File: src/pkg/ide_timing_pkg.sv
// Package: modes, timing figures and derived cycle counts for the IDE port device end
package ide_timing_pkg;

  // ****************************************
  // Clock
  // ****************************************
  localparam int unsigned CLK_PERIOD_NS = 5;

  // ****************************************
  // Timing figures (ns) and derived counts
  // ****************************************
  // IORDY sampling point after strobe assertion
  localparam int unsigned IORDY_SETUP_NS  = 35;
  // Longest IORDY negation within one PIO cycle
  localparam int unsigned IORDY_PULSE_NS  = 1250;
  // Longest delay from final DMA strobe edge to DMARQ negation
  localparam int unsigned DMARQ_RD_MAX_NS = 120;
  localparam int unsigned DMARQ_WR_MAX_NS = 40;

  // Longest times round down, least one cycle
  localparam int unsigned IORDY_PULSE_CYC = IORDY_PULSE_NS / CLK_PERIOD_NS;
  localparam int unsigned IORDY_SETUP_CYC = IORDY_SETUP_NS / CLK_PERIOD_NS;
  localparam int unsigned DMARQ_RD_CYC    = DMARQ_RD_MAX_NS / CLK_PERIOD_NS;
  localparam int unsigned DMARQ_WR_CYC    = DMARQ_WR_MAX_NS / CLK_PERIOD_NS;

  // ****************************************
  // Widths and mode limits
  // ****************************************
  localparam int unsigned DATA_W          = 16;
  localparam int unsigned ADDR_W          = 3;
  localparam int unsigned CNT_W           = 9;
  localparam logic [2:0]  PIO_LAST_IORDY  = 3'h4;
  localparam logic [2:0]  PIO_LAST_IOCS16 = 3'h2;

  typedef enum logic [1:0] {
    IDLE,
    ACTIVE,
    DONE
  } cyc_state_t;

endpackage : ide_timing_pkg
File: src/hdl/ide_dev_port.sv
// Device end of the parallel IDE port: PIO and multiword DMA strobe handling

module ide_dev_port
  import ide_timing_pkg::*;
(
  // Clock and reset
  input  wire logic              clk,
  input  wire logic              rstn,
  // Mode selection
  input  wire logic [2:0]        pio_mode,
  input  wire logic              dma_mode_en,
  // Host bus (active low strobes)
  input  wire logic              cs0_n,
  input  wire logic              cs1_n,
  input  wire logic [ADDR_W-1:0] addr,
  input  wire logic              rd_n,
  input  wire logic              wr_n,
  input  wire logic              dmack_n,
  input  wire logic [DATA_W-1:0] data_in,
  output logic      [DATA_W-1:0] data_out,
  output logic                   data_oe,
  output logic                   iordy,
  output logic                   iocs16_n,
  output logic                   dmarq,
  // User side: register/data access
  output logic                   acc_req,
  output logic                   acc_wr,
  output logic                   acc_dma,
  output logic [4:0]             acc_addr,
  output logic [DATA_W-1:0]      acc_wdata,
  input  wire logic              acc_ready,
  input  wire logic [DATA_W-1:0] acc_rdata,
  input  wire logic              acc_wide,
  // User side: DMA request
  input  wire logic              dma_want,
  input  wire logic              dma_last
);

  // ****************************************
  // Cycle state
  // ****************************************
  // One packed record keeps every register of the port in step
  typedef struct packed {
    cyc_state_t        st;
    logic              wr;
    logic              dma;
    logic [CNT_W-1:0]  low_cnt;
    logic [DATA_W-1:0] rdata;
    logic              oe;
    logic              iordy;
    logic              req;
    logic              dmarq;
    logic              dma_end;
    logic [4:0]        addr;
    logic [DATA_W-1:0] wdata;
  } state_t;

  // Registered state and the value it takes at the next edge
  state_t cur_ff;
  state_t nxt_ff;

  // ****************************************
  // Host bus decode
  // ****************************************
  logic strobe;
  logic sel;
  logic wait_ok;

  // Strobes are levels on the clock; one low phase gives one access
  assign strobe  = ~rd_n | ~wr_n;
  // Task register selected by exactly one chip select; DMA by acknowledge
  assign sel     = (~cs0_n ^ ~cs1_n) | ~dmack_n;
  // Flow control only in modes 0-4; modes 5/6 never insert waits
  assign wait_ok = (pio_mode <= PIO_LAST_IORDY);

  // ****************************************
  // Cycle control
  // ****************************************
  always_comb
  begin
    nxt_ff     = cur_ff;
    nxt_ff.req = 1'b0;
    case (cur_ff.st)
      // Waiting for a strobe on a selected register or with DMA acknowledge
      IDLE:
      begin
        nxt_ff.iordy   = 1'b1;
        nxt_ff.low_cnt = '0;
        // Any host strobe width is accepted; edges alone pace us
        if (strobe && sel)
        begin
          nxt_ff.st    = ACTIVE;
          nxt_ff.wr    = ~wr_n;
          nxt_ff.dma   = ~dmack_n;
          nxt_ff.addr  = {~cs1_n, ~cs0_n, addr};
          // Write data taken at the take edge; the host holds it through the strobe
          nxt_ff.wdata = data_in;
          nxt_ff.req   = 1'b1;
          // Bus drive only for reads; writes leave the data lines to the host
          nxt_ff.oe    = ~rd_n;
          // Drop IORDY only if the answer is not already there and mode allows
          if (wait_ok && !acc_ready && !(~dmack_n))
          begin
            nxt_ff.iordy  = 1'b0;
          end
          else if (acc_ready)
          begin
            // Data presented within the strobe's normal setup window
            nxt_ff.rdata = acc_rdata;
            nxt_ff.st    = DONE;
          end
        end
      end
      // Access handed to the user side; count the stall so the wait stays bounded
      ACTIVE:
      begin
        nxt_ff.low_cnt = cur_ff.low_cnt + CNT_W'(1);
        if (acc_ready)
        begin
          // Data latched this edge, IORDY rises the same edge
          nxt_ff.rdata = acc_rdata;
          nxt_ff.iordy = 1'b1;
          nxt_ff.st    = DONE;
        end
        else if (cur_ff.low_cnt >= CNT_W'(IORDY_PULSE_CYC - 2))
        begin
          // Give up waiting so IORDY stays below its longest pulse
          // Limitation: a user side slower than this hands the host stale data
          nxt_ff.iordy = 1'b1;
          nxt_ff.st    = DONE;
        end
      end
      // Hold here until the strobe negates, so a long strobe is not taken twice
      DONE:
      begin
        nxt_ff.iordy = 1'b1;
        if (!strobe)
        begin
          nxt_ff.st = IDLE;
          nxt_ff.oe = 1'b0;
          // Final DMA strobe negated: drop DMARQ next edge
          if (cur_ff.dma && cur_ff.dma_end)
          begin
            nxt_ff.dmarq   = 1'b0;
            nxt_ff.dma_end = 1'b0;
          end
        end
      end
      default:
      begin
        nxt_ff.st = IDLE;
      end
    endcase

    // ****************************************
    // DMA request
    // ****************************************
    // Request raised on dma_want and held until the final word ends; the final burst word is marked
    if (cur_ff.st == IDLE && dma_mode_en && dma_want && !cur_ff.dma_end)
    begin
      nxt_ff.dmarq = 1'b1;
    end
    if (cur_ff.req && cur_ff.dma && dma_last)
    begin
      nxt_ff.dma_end = 1'b1;
    end
  end

  // ****************************************
  // Registers
  // ****************************************
  always_ff @(posedge clk or negedge rstn)
  begin
    if (!rstn)
    begin
      // IORDY comes out of reset high so the host never sees a stray wait
      cur_ff <= '{st: IDLE, iordy: 1'b1, default: '0};
    end
    else
    begin
      cur_ff <= nxt_ff;
    end
  end

  // ****************************************
  // Outputs
  // ****************************************
  assign data_out  = cur_ff.rdata;
  // Released as soon as the read strobe rises, so the bus turns round promptly
  assign data_oe   = cur_ff.oe & ~rd_n;
  assign iordy     = cur_ff.iordy;
  // Valid only for modes 0-2; reported high otherwise
  // Combinational so it follows the chip select without a clock of delay
  assign iocs16_n  = ~(acc_wide && (pio_mode <= PIO_LAST_IOCS16) && ~cs0_n);
  assign dmarq     = cur_ff.dmarq;
  // User-side fields other than acc_req stand until the next access is taken; acc_req pulses for one clock
  assign acc_req   = cur_ff.req;
  assign acc_wr    = cur_ff.wr;
  assign acc_dma   = cur_ff.dma;
  assign acc_addr  = cur_ff.addr;
  assign acc_wdata = cur_ff.wdata;

endmodule : ide_dev_port

File: config.mk
export PLATFORM = sky130hd
export DESIGN_NAME = ide_dev_port
export DESIGN_NICKNAME = d
export VERILOG_FILES = /design/src/pkg/ide_timing_pkg.sv /design/src/hdl/ide_dev_port.sv
export SDC_FILE = /design/constraint.sdc
export NUM_CORES = 1
export LEC_CHECK = 0
export ABC_CLOCK_PERIOD_IN_PS = 2200
export BUFFER_PORTS_ARGS = -buffer_cell sky130_fd_sc_hd__buf_2
export CORE_MARGIN = 8
export CORE_UTILIZATION = 50
export DETAILED_ROUTE_END_ITERATION = 12
export PLACE_DENSITY = 0.82
export RECOVER_POWER = 50
export SLEW_MARGIN = 30
export SYNTH_ARGS = -nofsm -noshare
export SYNTH_HDL_FRONTEND = slang
export SYNTH_SLANG_ARGS = --single-unit
File: constraint.sdc
create_clock -name clk -period 2.2 [get_ports clk]
set_input_delay 0.33 -clock clk [delete_from_list [all_inputs] [get_ports clk]]
set_output_delay 0.33 -clock clk [all_outputs]
set_load 0.01 [all_outputs]
==> flow_metrics.env, run 1 <==
export IMPL_cellPowerDensity_mw_per_mm2=1260
export IMPL_cellInternalPower_mw=2.46
export IMPL_tritoncts_num_buffers=5
export IMPL_final_fill_count=451
export IMPL_final_min_clock_period_ns=2.08
export IMPL_synthXorXnorAreaFrac_pct=1.62
export IMPL_grt_util_met2_pct=22.8
export IMPL_p_comb_share_pct=40.5
export IMPL_gr_usage_met3_pct=4.78
export IMPL_grt_max_degree=29
export IMPL_diodes=0
export IMPL_commonest_cells_after_routing_fill_and_taps_aside="71 x sky130_fd_sc_hd__buf_2, 70 x sky130_fd_sc_hd__nand2_1, 54 x sky130_fd_sc_hd__dfrtp_1"
export IMPL_report_final_setup_viol=0
export IMPL_synth_ff_latch_count=55
export IMPL_tightestPinTransition_ns=0.650
export IMPL_postSynthCellCount=260
export IMPL_ys_warn_count=0
export IMPL_power_leakage_nw=1.58
export IMPL_antenna_violating_nets_post_route=0
export IMPL_final_setup_skew_ns=0.00682
export IMPL_die_area_sq_mm=0.00802
export IMPL_die_width_microns=89.6
export IMPL_root_buffer="sky130_fd_sc_hd__clkbuf_8"
export IMPL_post_route_drc_count=0
export IMPL_synth_area_leaders="sky130_fd_sc_hd__dfrtp_1 50%, sky130_fd_sc_hd__buf_4 10%, sky130_fd_sc_hd__nand2_1 9.7%"
export IMPL_critical_path_arrival_ns=2.27
export IMPL_synth_seq_area_share_pct=50.9
export IMPL_synth_area_mux_share_pct=10.4
export IMPL_routed_via_count=1937
export IMPL_largest_family_of_logic_cells_by_synthesized_area="simple AND/OR/NAND/NOR gates"
export IMPL_cp_max_fo=16
export IMPL_starting_density_of_the_core_pct=52.3
export IMPL_achievable_frequency_mhz=480
export IMPL_globalRoute_busiestLayer="met2"
export IMPL_detail_route_wl_per_cell_microns=14.4
export IMPL_grt_met1_usage_pct=17.2
export IMPL_cts_buffer_depth=2
export IMPL_slew_headroom_pct=56.7
export IMPL_cts_num_sinks=55
export IMPL_drt_total_wl_mm=5.66
export IMPL_synth_avg_cell_area_sq_um=10.4
export IMPL_flow_area_growth_from_synthesis_pct=12.9
export IMPL_clock_h_tree_levels=2
export IMPL_vias_per_cell=4.94
export IMPL_grt_pass1_wl_mm=8.80
export IMPL_tritoncts="yes"
export IMPL_synthAdderAreaFrac_pct=2.31
export IMPL_die_height_microns=89.6
export IMPL_grt_antenna_before_repair=0
export IMPL_synth_compound_gate_area_share_pct=7.63
export IMPL_port_buffer_count=93
export IMPL_dr_first_iter_drc_count=142
export IMPL_final_core_util_pct=59.0
export IMPL_top_ports=94
export IMPL_clkTransAtPathRegs_ns=0.09
export IMPL_criticalPathCategory="reg2reg"
export IMPL_post_cts_resize_count=0
export IMPL_fin_nets=377
export IMPL_finalHoldWorstSlack_ns=0.208
export IMPL_ir_drop_v=0.000511
export IMPL_cts_post_setup_buffers_inserted=0
export IMPL_clock_network_power_share_pct=16.5
export IMPL_synth_lib_cells_used_distinct=34
export IMPL_post_synth_instance_area_sq_mm=0.00271
export IMPL_dominantRegCellSynth="sky130_fd_sc_hd__dfrtp_1"
export IMPL_grt_pass1_vias=1900
export IMPL_globalRouteOverflowTotal=0
export IMPL_cap_violations=0
export IMPL_detailedPlacementHpwl_mm=4.47
export IMPL_synth_simple_gate_area_share_pct=13.7
export IMPL_synth_edf_count=0
export IMPL_total_count_of_hold_check_failures_in_the_final_report=0
export IMPL_postSynthNetCount=315
export IMPL_outcome="complete, no violations"
export IMPL_timing_critical_path_from_type="flip-flop"
export IMPL_core_area_sq_mm=0.00517
export IMPL_leading_area_contributor_after_synthesis="sky130_fd_sc_hd__dfrtp_1"
export IMPL_layout_drive_gt1_share_pct=32.9
export IMPL_final_common_cell="sky130_fd_sc_hd__buf_2"
export IMPL_timing_max_transition_violations_final=0
export IMPL_gpl_wtd_cong=0.797
export IMPL_async_flop_share_pct=100
export IMPL_drt_pass1_iter_count=4
export IMPL_power_switching_share_pct=36.2
export IMPL_rows=26
export IMPL_post_route_period_util_pct=94.6
export IMPL_grt_usage_pct=14.3
export IMPL_setup_total_negative_slack_ns=0
export IMPL_share_seq_of_total_power_pct=43.0
export IMPL_timing_critical_path_to_type="flip-flop"
export IMPL_clock_insertion_delay_worst_skew_ns=0.30
export IMPL_required_ns=2.39
export IMPL_hp_class="in2reg"
export IMPL_rsz_0062_raised_after_global_routing="false"
export IMPL_synth_largest_type_area_fraction_pct=50.0
export IMPL_power_net_switching_mw=1.40
==> worst max-delay path, stage by stage, from the launching register on <==
cell                       delay (ns)
sky130_fd_sc_hd__dfrtp_1         0.39
sky130_fd_sc_hd__inv_1           0.08
sky130_fd_sc_hd__ha_1            0.21
sky130_fd_sc_hd__a21boi_1        0.12
sky130_fd_sc_hd__a21bo_2         0.22
sky130_fd_sc_hd__inv_4           0.04
sky130_fd_sc_hd__o21ai_4         0.50
sky130_fd_sc_hd__mux2_2          0.40
==> kinds of logic (layout without fill, tap and decap cells) <==
group | count (synthesis) | count (layout)
simple gates | 91 | 91
flops | 55 | 55
buf+inv | 53 | 115
compound gates | 29 | 29
mux | 22 | 22
fa+ha+maj | 5 | 5
xor+xnor | 5 | 5
==> synth_stat cells (2+ instances only) <==
library cell and number:
sky130_fd_sc_hd__mux2_4 10, sky130_fd_sc_hd__o211ai_1 3, sky130_fd_sc_hd__mux2_2 9, sky130_fd_sc_hd__ha_1 5
sky130_fd_sc_hd__a22o_1 4, sky130_fd_sc_hd__nor2_1 6, sky130_fd_sc_hd__buf_4 37, sky130_fd_sc_hd__nand4_1 2
sky130_fd_sc_hd__clkbuf_1 3, sky130_fd_sc_hd__o21ai_0 7, sky130_fd_sc_hd__nor2b_1 2, sky130_fd_sc_hd__a21oi_1 6
sky130_fd_sc_hd__buf_2 2, sky130_fd_sc_hd__xnor2_1 2, sky130_fd_sc_hd__xor2_1 3, sky130_fd_sc_hd__dfrtp_1 54
sky130_fd_sc_hd__nand3_1 8, sky130_fd_sc_hd__inv_1 7, sky130_fd_sc_hd__o31ai_1 4, sky130_fd_sc_hd__nand2_1 70
sky130_fd_sc_hd__mux2i_1 3
==> power groups by stage <==
stage / clock network [mW] / logic (mW) / registers [mW]
6_report: 0.636 / 1.56 / 1.66
3_3_place_gp: 0 / 1.59 / 1.65
2_1_floorplan: 0 / 1.48 / 1.64
3_5_place_dp: 0 / 1.65 / 1.67
5_1_grt: 0.697 / 1.72 / 1.71
4_1_cts: 0.657 / 1.65 / 1.65
==> registers in the layout (all words and copies together) (netlist names) <==
register / flops
acc_wdata: 16
cur_ff: 13
iordy: 1
acc_wr: 1
dmarq: 1
data_out: 16
acc_dma: 1
acc_addr: 5
acc_req: 1
==> through the flow <==
stage	total power [mW]	setup WS [ns]	area [sq um]	instances
after floorplan	3.12	0.279	2710	260
after global placement	3.25	0.175	2970	384
after detailed placement	3.32	0.0759	2970	384
after CTS	3.96	0.0610	3090	392
after global routing	4.13	0.00877	3050	392
final	3.86	0.118	3050	392
==> final cells by class <==
type	instances	area, sq um	area share [%]
Sequential cell	55	1380	45.1
Multi-Input combinational cell	152	966	31.6
Timing Repair Buffer	100	488	16.0
Tap cell	70	87.6	2.87
Clock buffer	6	72.6	2.38
Inverter	8	32.5	1.07
Clock inverter	1	30.0	0.983
==> final timing paths <==
kind | from | to | slack [ns] | cells past startpoint
setup / recovery | cur_ff[53]$_DFFE_PN0P_ | data_out[7]$_DFFE_PN0P_ | 0.12 | 7
hold / removal | data_in[14] | acc_wdata[14]$_DFFE_PN0P_ | 0.21 | 3
setup reg to reg | cur_ff[53]$_DFFE_PN0P_ | data_out[7]$_DFFE_PN0P_ | 0.12 | 7
hold reg to reg | cur_ff[21]$_DFFE_PN0P_ | dmarq$_DFFE_PN0P_ | 0.45 | 1
max in group asynchronous | rstn | cur_ff[21]$_DFFE_PN0P_ | 0.71 | 3
min in group asynchronous | rstn | data_out[5]$_DFFE_PN0P_ | 0.50 | 2
==> layer usage <==
metal  vias to the layer above  routed length, microns
li1                        945                       -
met2                        71                    2650
met5                         -                       0
met4                         0                     149
met3                        12                     534
met1                       909                    2330
==> what timing repair did <==
item	4_1_cts	5_1_grt
endpoints found under the setup margin	0	4
hold buffers	1	0
hold endpoints to repair	8	0
Power figures use the tool's default switching activity.
==> inputs of run 2 (changes only) <==
--- a/config.mk
+++ b/config.mk
@@ -8,9 +8,9 @@
 export ABC_CLOCK_PERIOD_IN_PS = 2200
 export BUFFER_PORTS_ARGS = -buffer_cell sky130_fd_sc_hd__buf_2
 export CORE_MARGIN = 8
-export CORE_UTILIZATION = 50
+export CORE_UTILIZATION = 40
 export DETAILED_ROUTE_END_ITERATION = 12
-export PLACE_DENSITY = 0.82
+export PLACE_DENSITY = 0.64
 export RECOVER_POWER = 50
 export SLEW_MARGIN = 30
 export SYNTH_ARGS = -nofsm -noshare
==> run 2 against run 1 <==
Against the previous run: flip-flop and latch count unchanged; cell count rose by 2.6%; power shrank 1.5%; non-clock buffer count down 1; clock skew increased by 0.0066 ns; sequential power barely moved; die area grew 20%; fmax rose by 13%; hold slack lost 0.0064 ns; clock-buffer cell count down 1; cell area rose by 0.53%; wire length shrank 0.55%.
==> flow_metrics.env, run 2 (synthesis gave the netlist of run 1 again) <==
export IMPL_outcome="complete, no violations"
export IMPL_cap_violations=0
export IMPL_totalPowerFinal_mw=3.80
export IMPL_cp_max_fo=16
export IMPL_tightestPinTransition_ns=1.31
export IMPL_worst_hold_path_depth=3
export IMPL_clkTransAtPathRegs_ns=0.11
export IMPL_starting_density_of_the_core_pct=40.5
export IMPL_launch_instance_of_the_worst_min_delay_path="data_in[5]"
export IMPL_register_area_sq_mm=0.00138
export IMPL_timing_final_ws_setup_ns=0.361
export IMPL_hold_path_end="acc_wdata[5]$_DFFE_PN0P_"
export IMPL_cell_count_final_fillers_out=402
export IMPL_antenna_violating_nets_post_route=0
export IMPL_tritoncts_num_buffers=5
export IMPL_r2r_start="cur_ff[53]$_DFFE_PN0P_"
export IMPL_final_core_util_pct=46.0
export IMPL_cpPeakStageDelay_ns=0.38
export IMPL_globalRouteOverflowTotal=0
export IMPL_cpLargestDelayFamily="compound AO/OA/AOI/OAI gates"
export IMPL_die_width_microns=98.2
export IMPL_diodes=0
export IMPL_top_ports=94
export IMPL_worst_r2r_cell_count=8
export IMPL_achievable_frequency_mhz=544
export IMPL_critical_path_cell_chain="inv_1 > ha_1 > a21boi_1 > a21bo_2 > inv_4 > o21ai_4 > buf_12 > mux2_2"
export IMPL_critical_path_n_buffers_inverters=3
export IMPL_grt_usage_pct=11.7
export IMPL_grt_max_degree=34
export IMPL_gpl_wtd_cong=0.863
export IMPL_layout_drive_gt1_share_pct=33.2
export IMPL_rsz_0062_raised_after_global_routing="false"
export IMPL_routed_via_count=1880
export IMPL_timing_critical_path_from_type="flip-flop"
export IMPL_cts_num_sinks=55
export IMPL_tritoncts="yes"
export IMPL_place_ws_ns=0.363
export IMPL_criticalPathCategory="reg2reg"
export IMPL_root_buffer="sky130_fd_sc_hd__clkbuf_8"
export IMPL_critical_path_arrival_ns=2.03
export IMPL_clock_insertion_delay_worst_skew_ns=0.31
export IMPL_port_buffer_count=93
export IMPL_drt_pass1_iter_count=4
export IMPL_cts_buffer_depth=2
export IMPL_postLayoutCellArea_sq_mm=0.00307
export IMPL_final_fill_count=685
export IMPL_commonest_cells_after_routing_fill_and_taps_aside="70 x sky130_fd_sc_hd__nand2_1, 70 x sky130_fd_sc_hd__buf_2, 54 x sky130_fd_sc_hd__dfrtp_1"
export IMPL_finalHoldWorstSlack_ns=0.202
export IMPL_report_final_setup_viol=0
export IMPL_fin_nets=376
export IMPL_ir_drop_v=0.000413
export IMPL_drt_total_wl_mm=5.63
export IMPL_r2r_setup_slack_ns=0.36
export IMPL_cts_hold_buf=0
export IMPL_die_area_sq_mm=0.00965
export IMPL_grt_pass1_vias=2003
export IMPL_multiInputGateArea_sq_um=966
export IMPL_timing_critical_path_slowest_stage_cell="sky130_fd_sc_hd__dfrtp_1"
export IMPL_total_count_of_hold_check_failures_in_the_final_report=0
export IMPL_flow_area_growth_from_synthesis_pct=13.5
export IMPL_dp_cells=394
export IMPL_placed_area_sq_mm=0.00301
export IMPL_dr_first_iter_drc_count=65
export IMPL_setup_total_negative_slack_ns=0
export IMPL_slew_headroom_pct=13.0
export IMPL_grt_pass1_wl_mm=9.34
export IMPL_power_leakage_nw=1.58
export IMPL_detailedPlacementHpwl_mm=4.34
export IMPL_detail_route_wl_per_cell_microns=14.0
export IMPL_cts_post_setup_buffers_inserted=0
export IMPL_cellPowerDensity_mw_per_mm2=1240
export IMPL_required_ns=2.39
export IMPL_hp_class="in2reg"
export IMPL_final_min_clock_period_ns=1.84
export IMPL_clock_h_tree_levels=2
export IMPL_vias_per_cell=4.68
export IMPL_post_route_period_util_pct=83.6
export IMPL_grt_antenna_before_repair=0
export IMPL_worst_r2r_endpoint="data_out[9]$_DFFE_PN0P_"
export IMPL_timing_critical_path_to_type="flip-flop"
export IMPL_core_area_sq_mm=0.00668
export IMPL_final_setup_skew_ns=0.0134
export IMPL_post_cts_resize_count=0
export IMPL_die_height_microns=98.2
export IMPL_timing_max_transition_violations_final=0
export IMPL_rows=30
export IMPL_post_route_drc_count=0
## run 2: changes by cell type in the layout (fill, tap and decap cells not counted), sizes merged
| cell | change |
|---|---|
| inv | +1 |
| clkinv | +2 |
| buf | +1 |
| dlygate4sd3 | -1 |
| clkbuf | -2 |
| bufinv | -1 |
## run 2: area by class of cell
type | instances | share of cell area [%]
flip-flops and latches | 55 | 44.9
multi-input cells | 152 | 31.5
repair buffers | 99 | 16.5
well taps | 80 | 3.26
clock buffers | 5 | 2.24
inverters | 8 | 1.06
clock inverters | 3 | 0.611
## run 2: metal layers
layer / routed length [microns] / track usage (%) / vias up
met5: 0 / 0 / -
met4: 63 / 3.07 / 0
met3: 434 / 4.77 / 7
met2: 2670 / 19.7 / 58
met1: 2460 / 13.4 / 874
li1: - / - / 941
## run 2: worst max path at each step
stage | to | slack, ns | from | depth (start not counted)
finish | data_out[9]$_DFFE_PN0P_ | 0.36 | cur_ff[53]$_DFFE_PN0P_ | 8
global route | data_out[9]$_DFFE_PN0P_ | 0.27 | cur_ff[53]$_DFFE_PN0P_ | 8
CTS | data_out[9]$_DFFE_PN0P_ | 0.36 | cur_ff[53]$_DFFE_PN0P_ | 8
detailed placement | data_out[9]$_DFFE_PN0P_ | 0.36 | cur_ff[53]$_DFFE_PN0P_ | 8
global placement | data_out[9]$_DFFE_PN0P_ | 0.43 | cur_ff[53]$_DFFE_PN0P_ | 8
floorplan | data_out[0]$_DFFE_PN0P_ | 0.28 | cur_ff[53]$_DFFE_PN0P_ | 9
## run 2: tightest hold or removal path, stage by stage
cell and delay, ns:
sky130_fd_sc_hd__buf_2 0.07, sky130_fd_sc_hd__nand2_1 0.04, sky130_fd_sc_hd__nand2_1 0.04
## run 2: power by group
part           internal [mW]  leakage, nW  switching (mW)
Sequential              1.43        0.677           0.233
Clock                  0.225       0.0483           0.328
Combinational          0.717        0.855           0.867
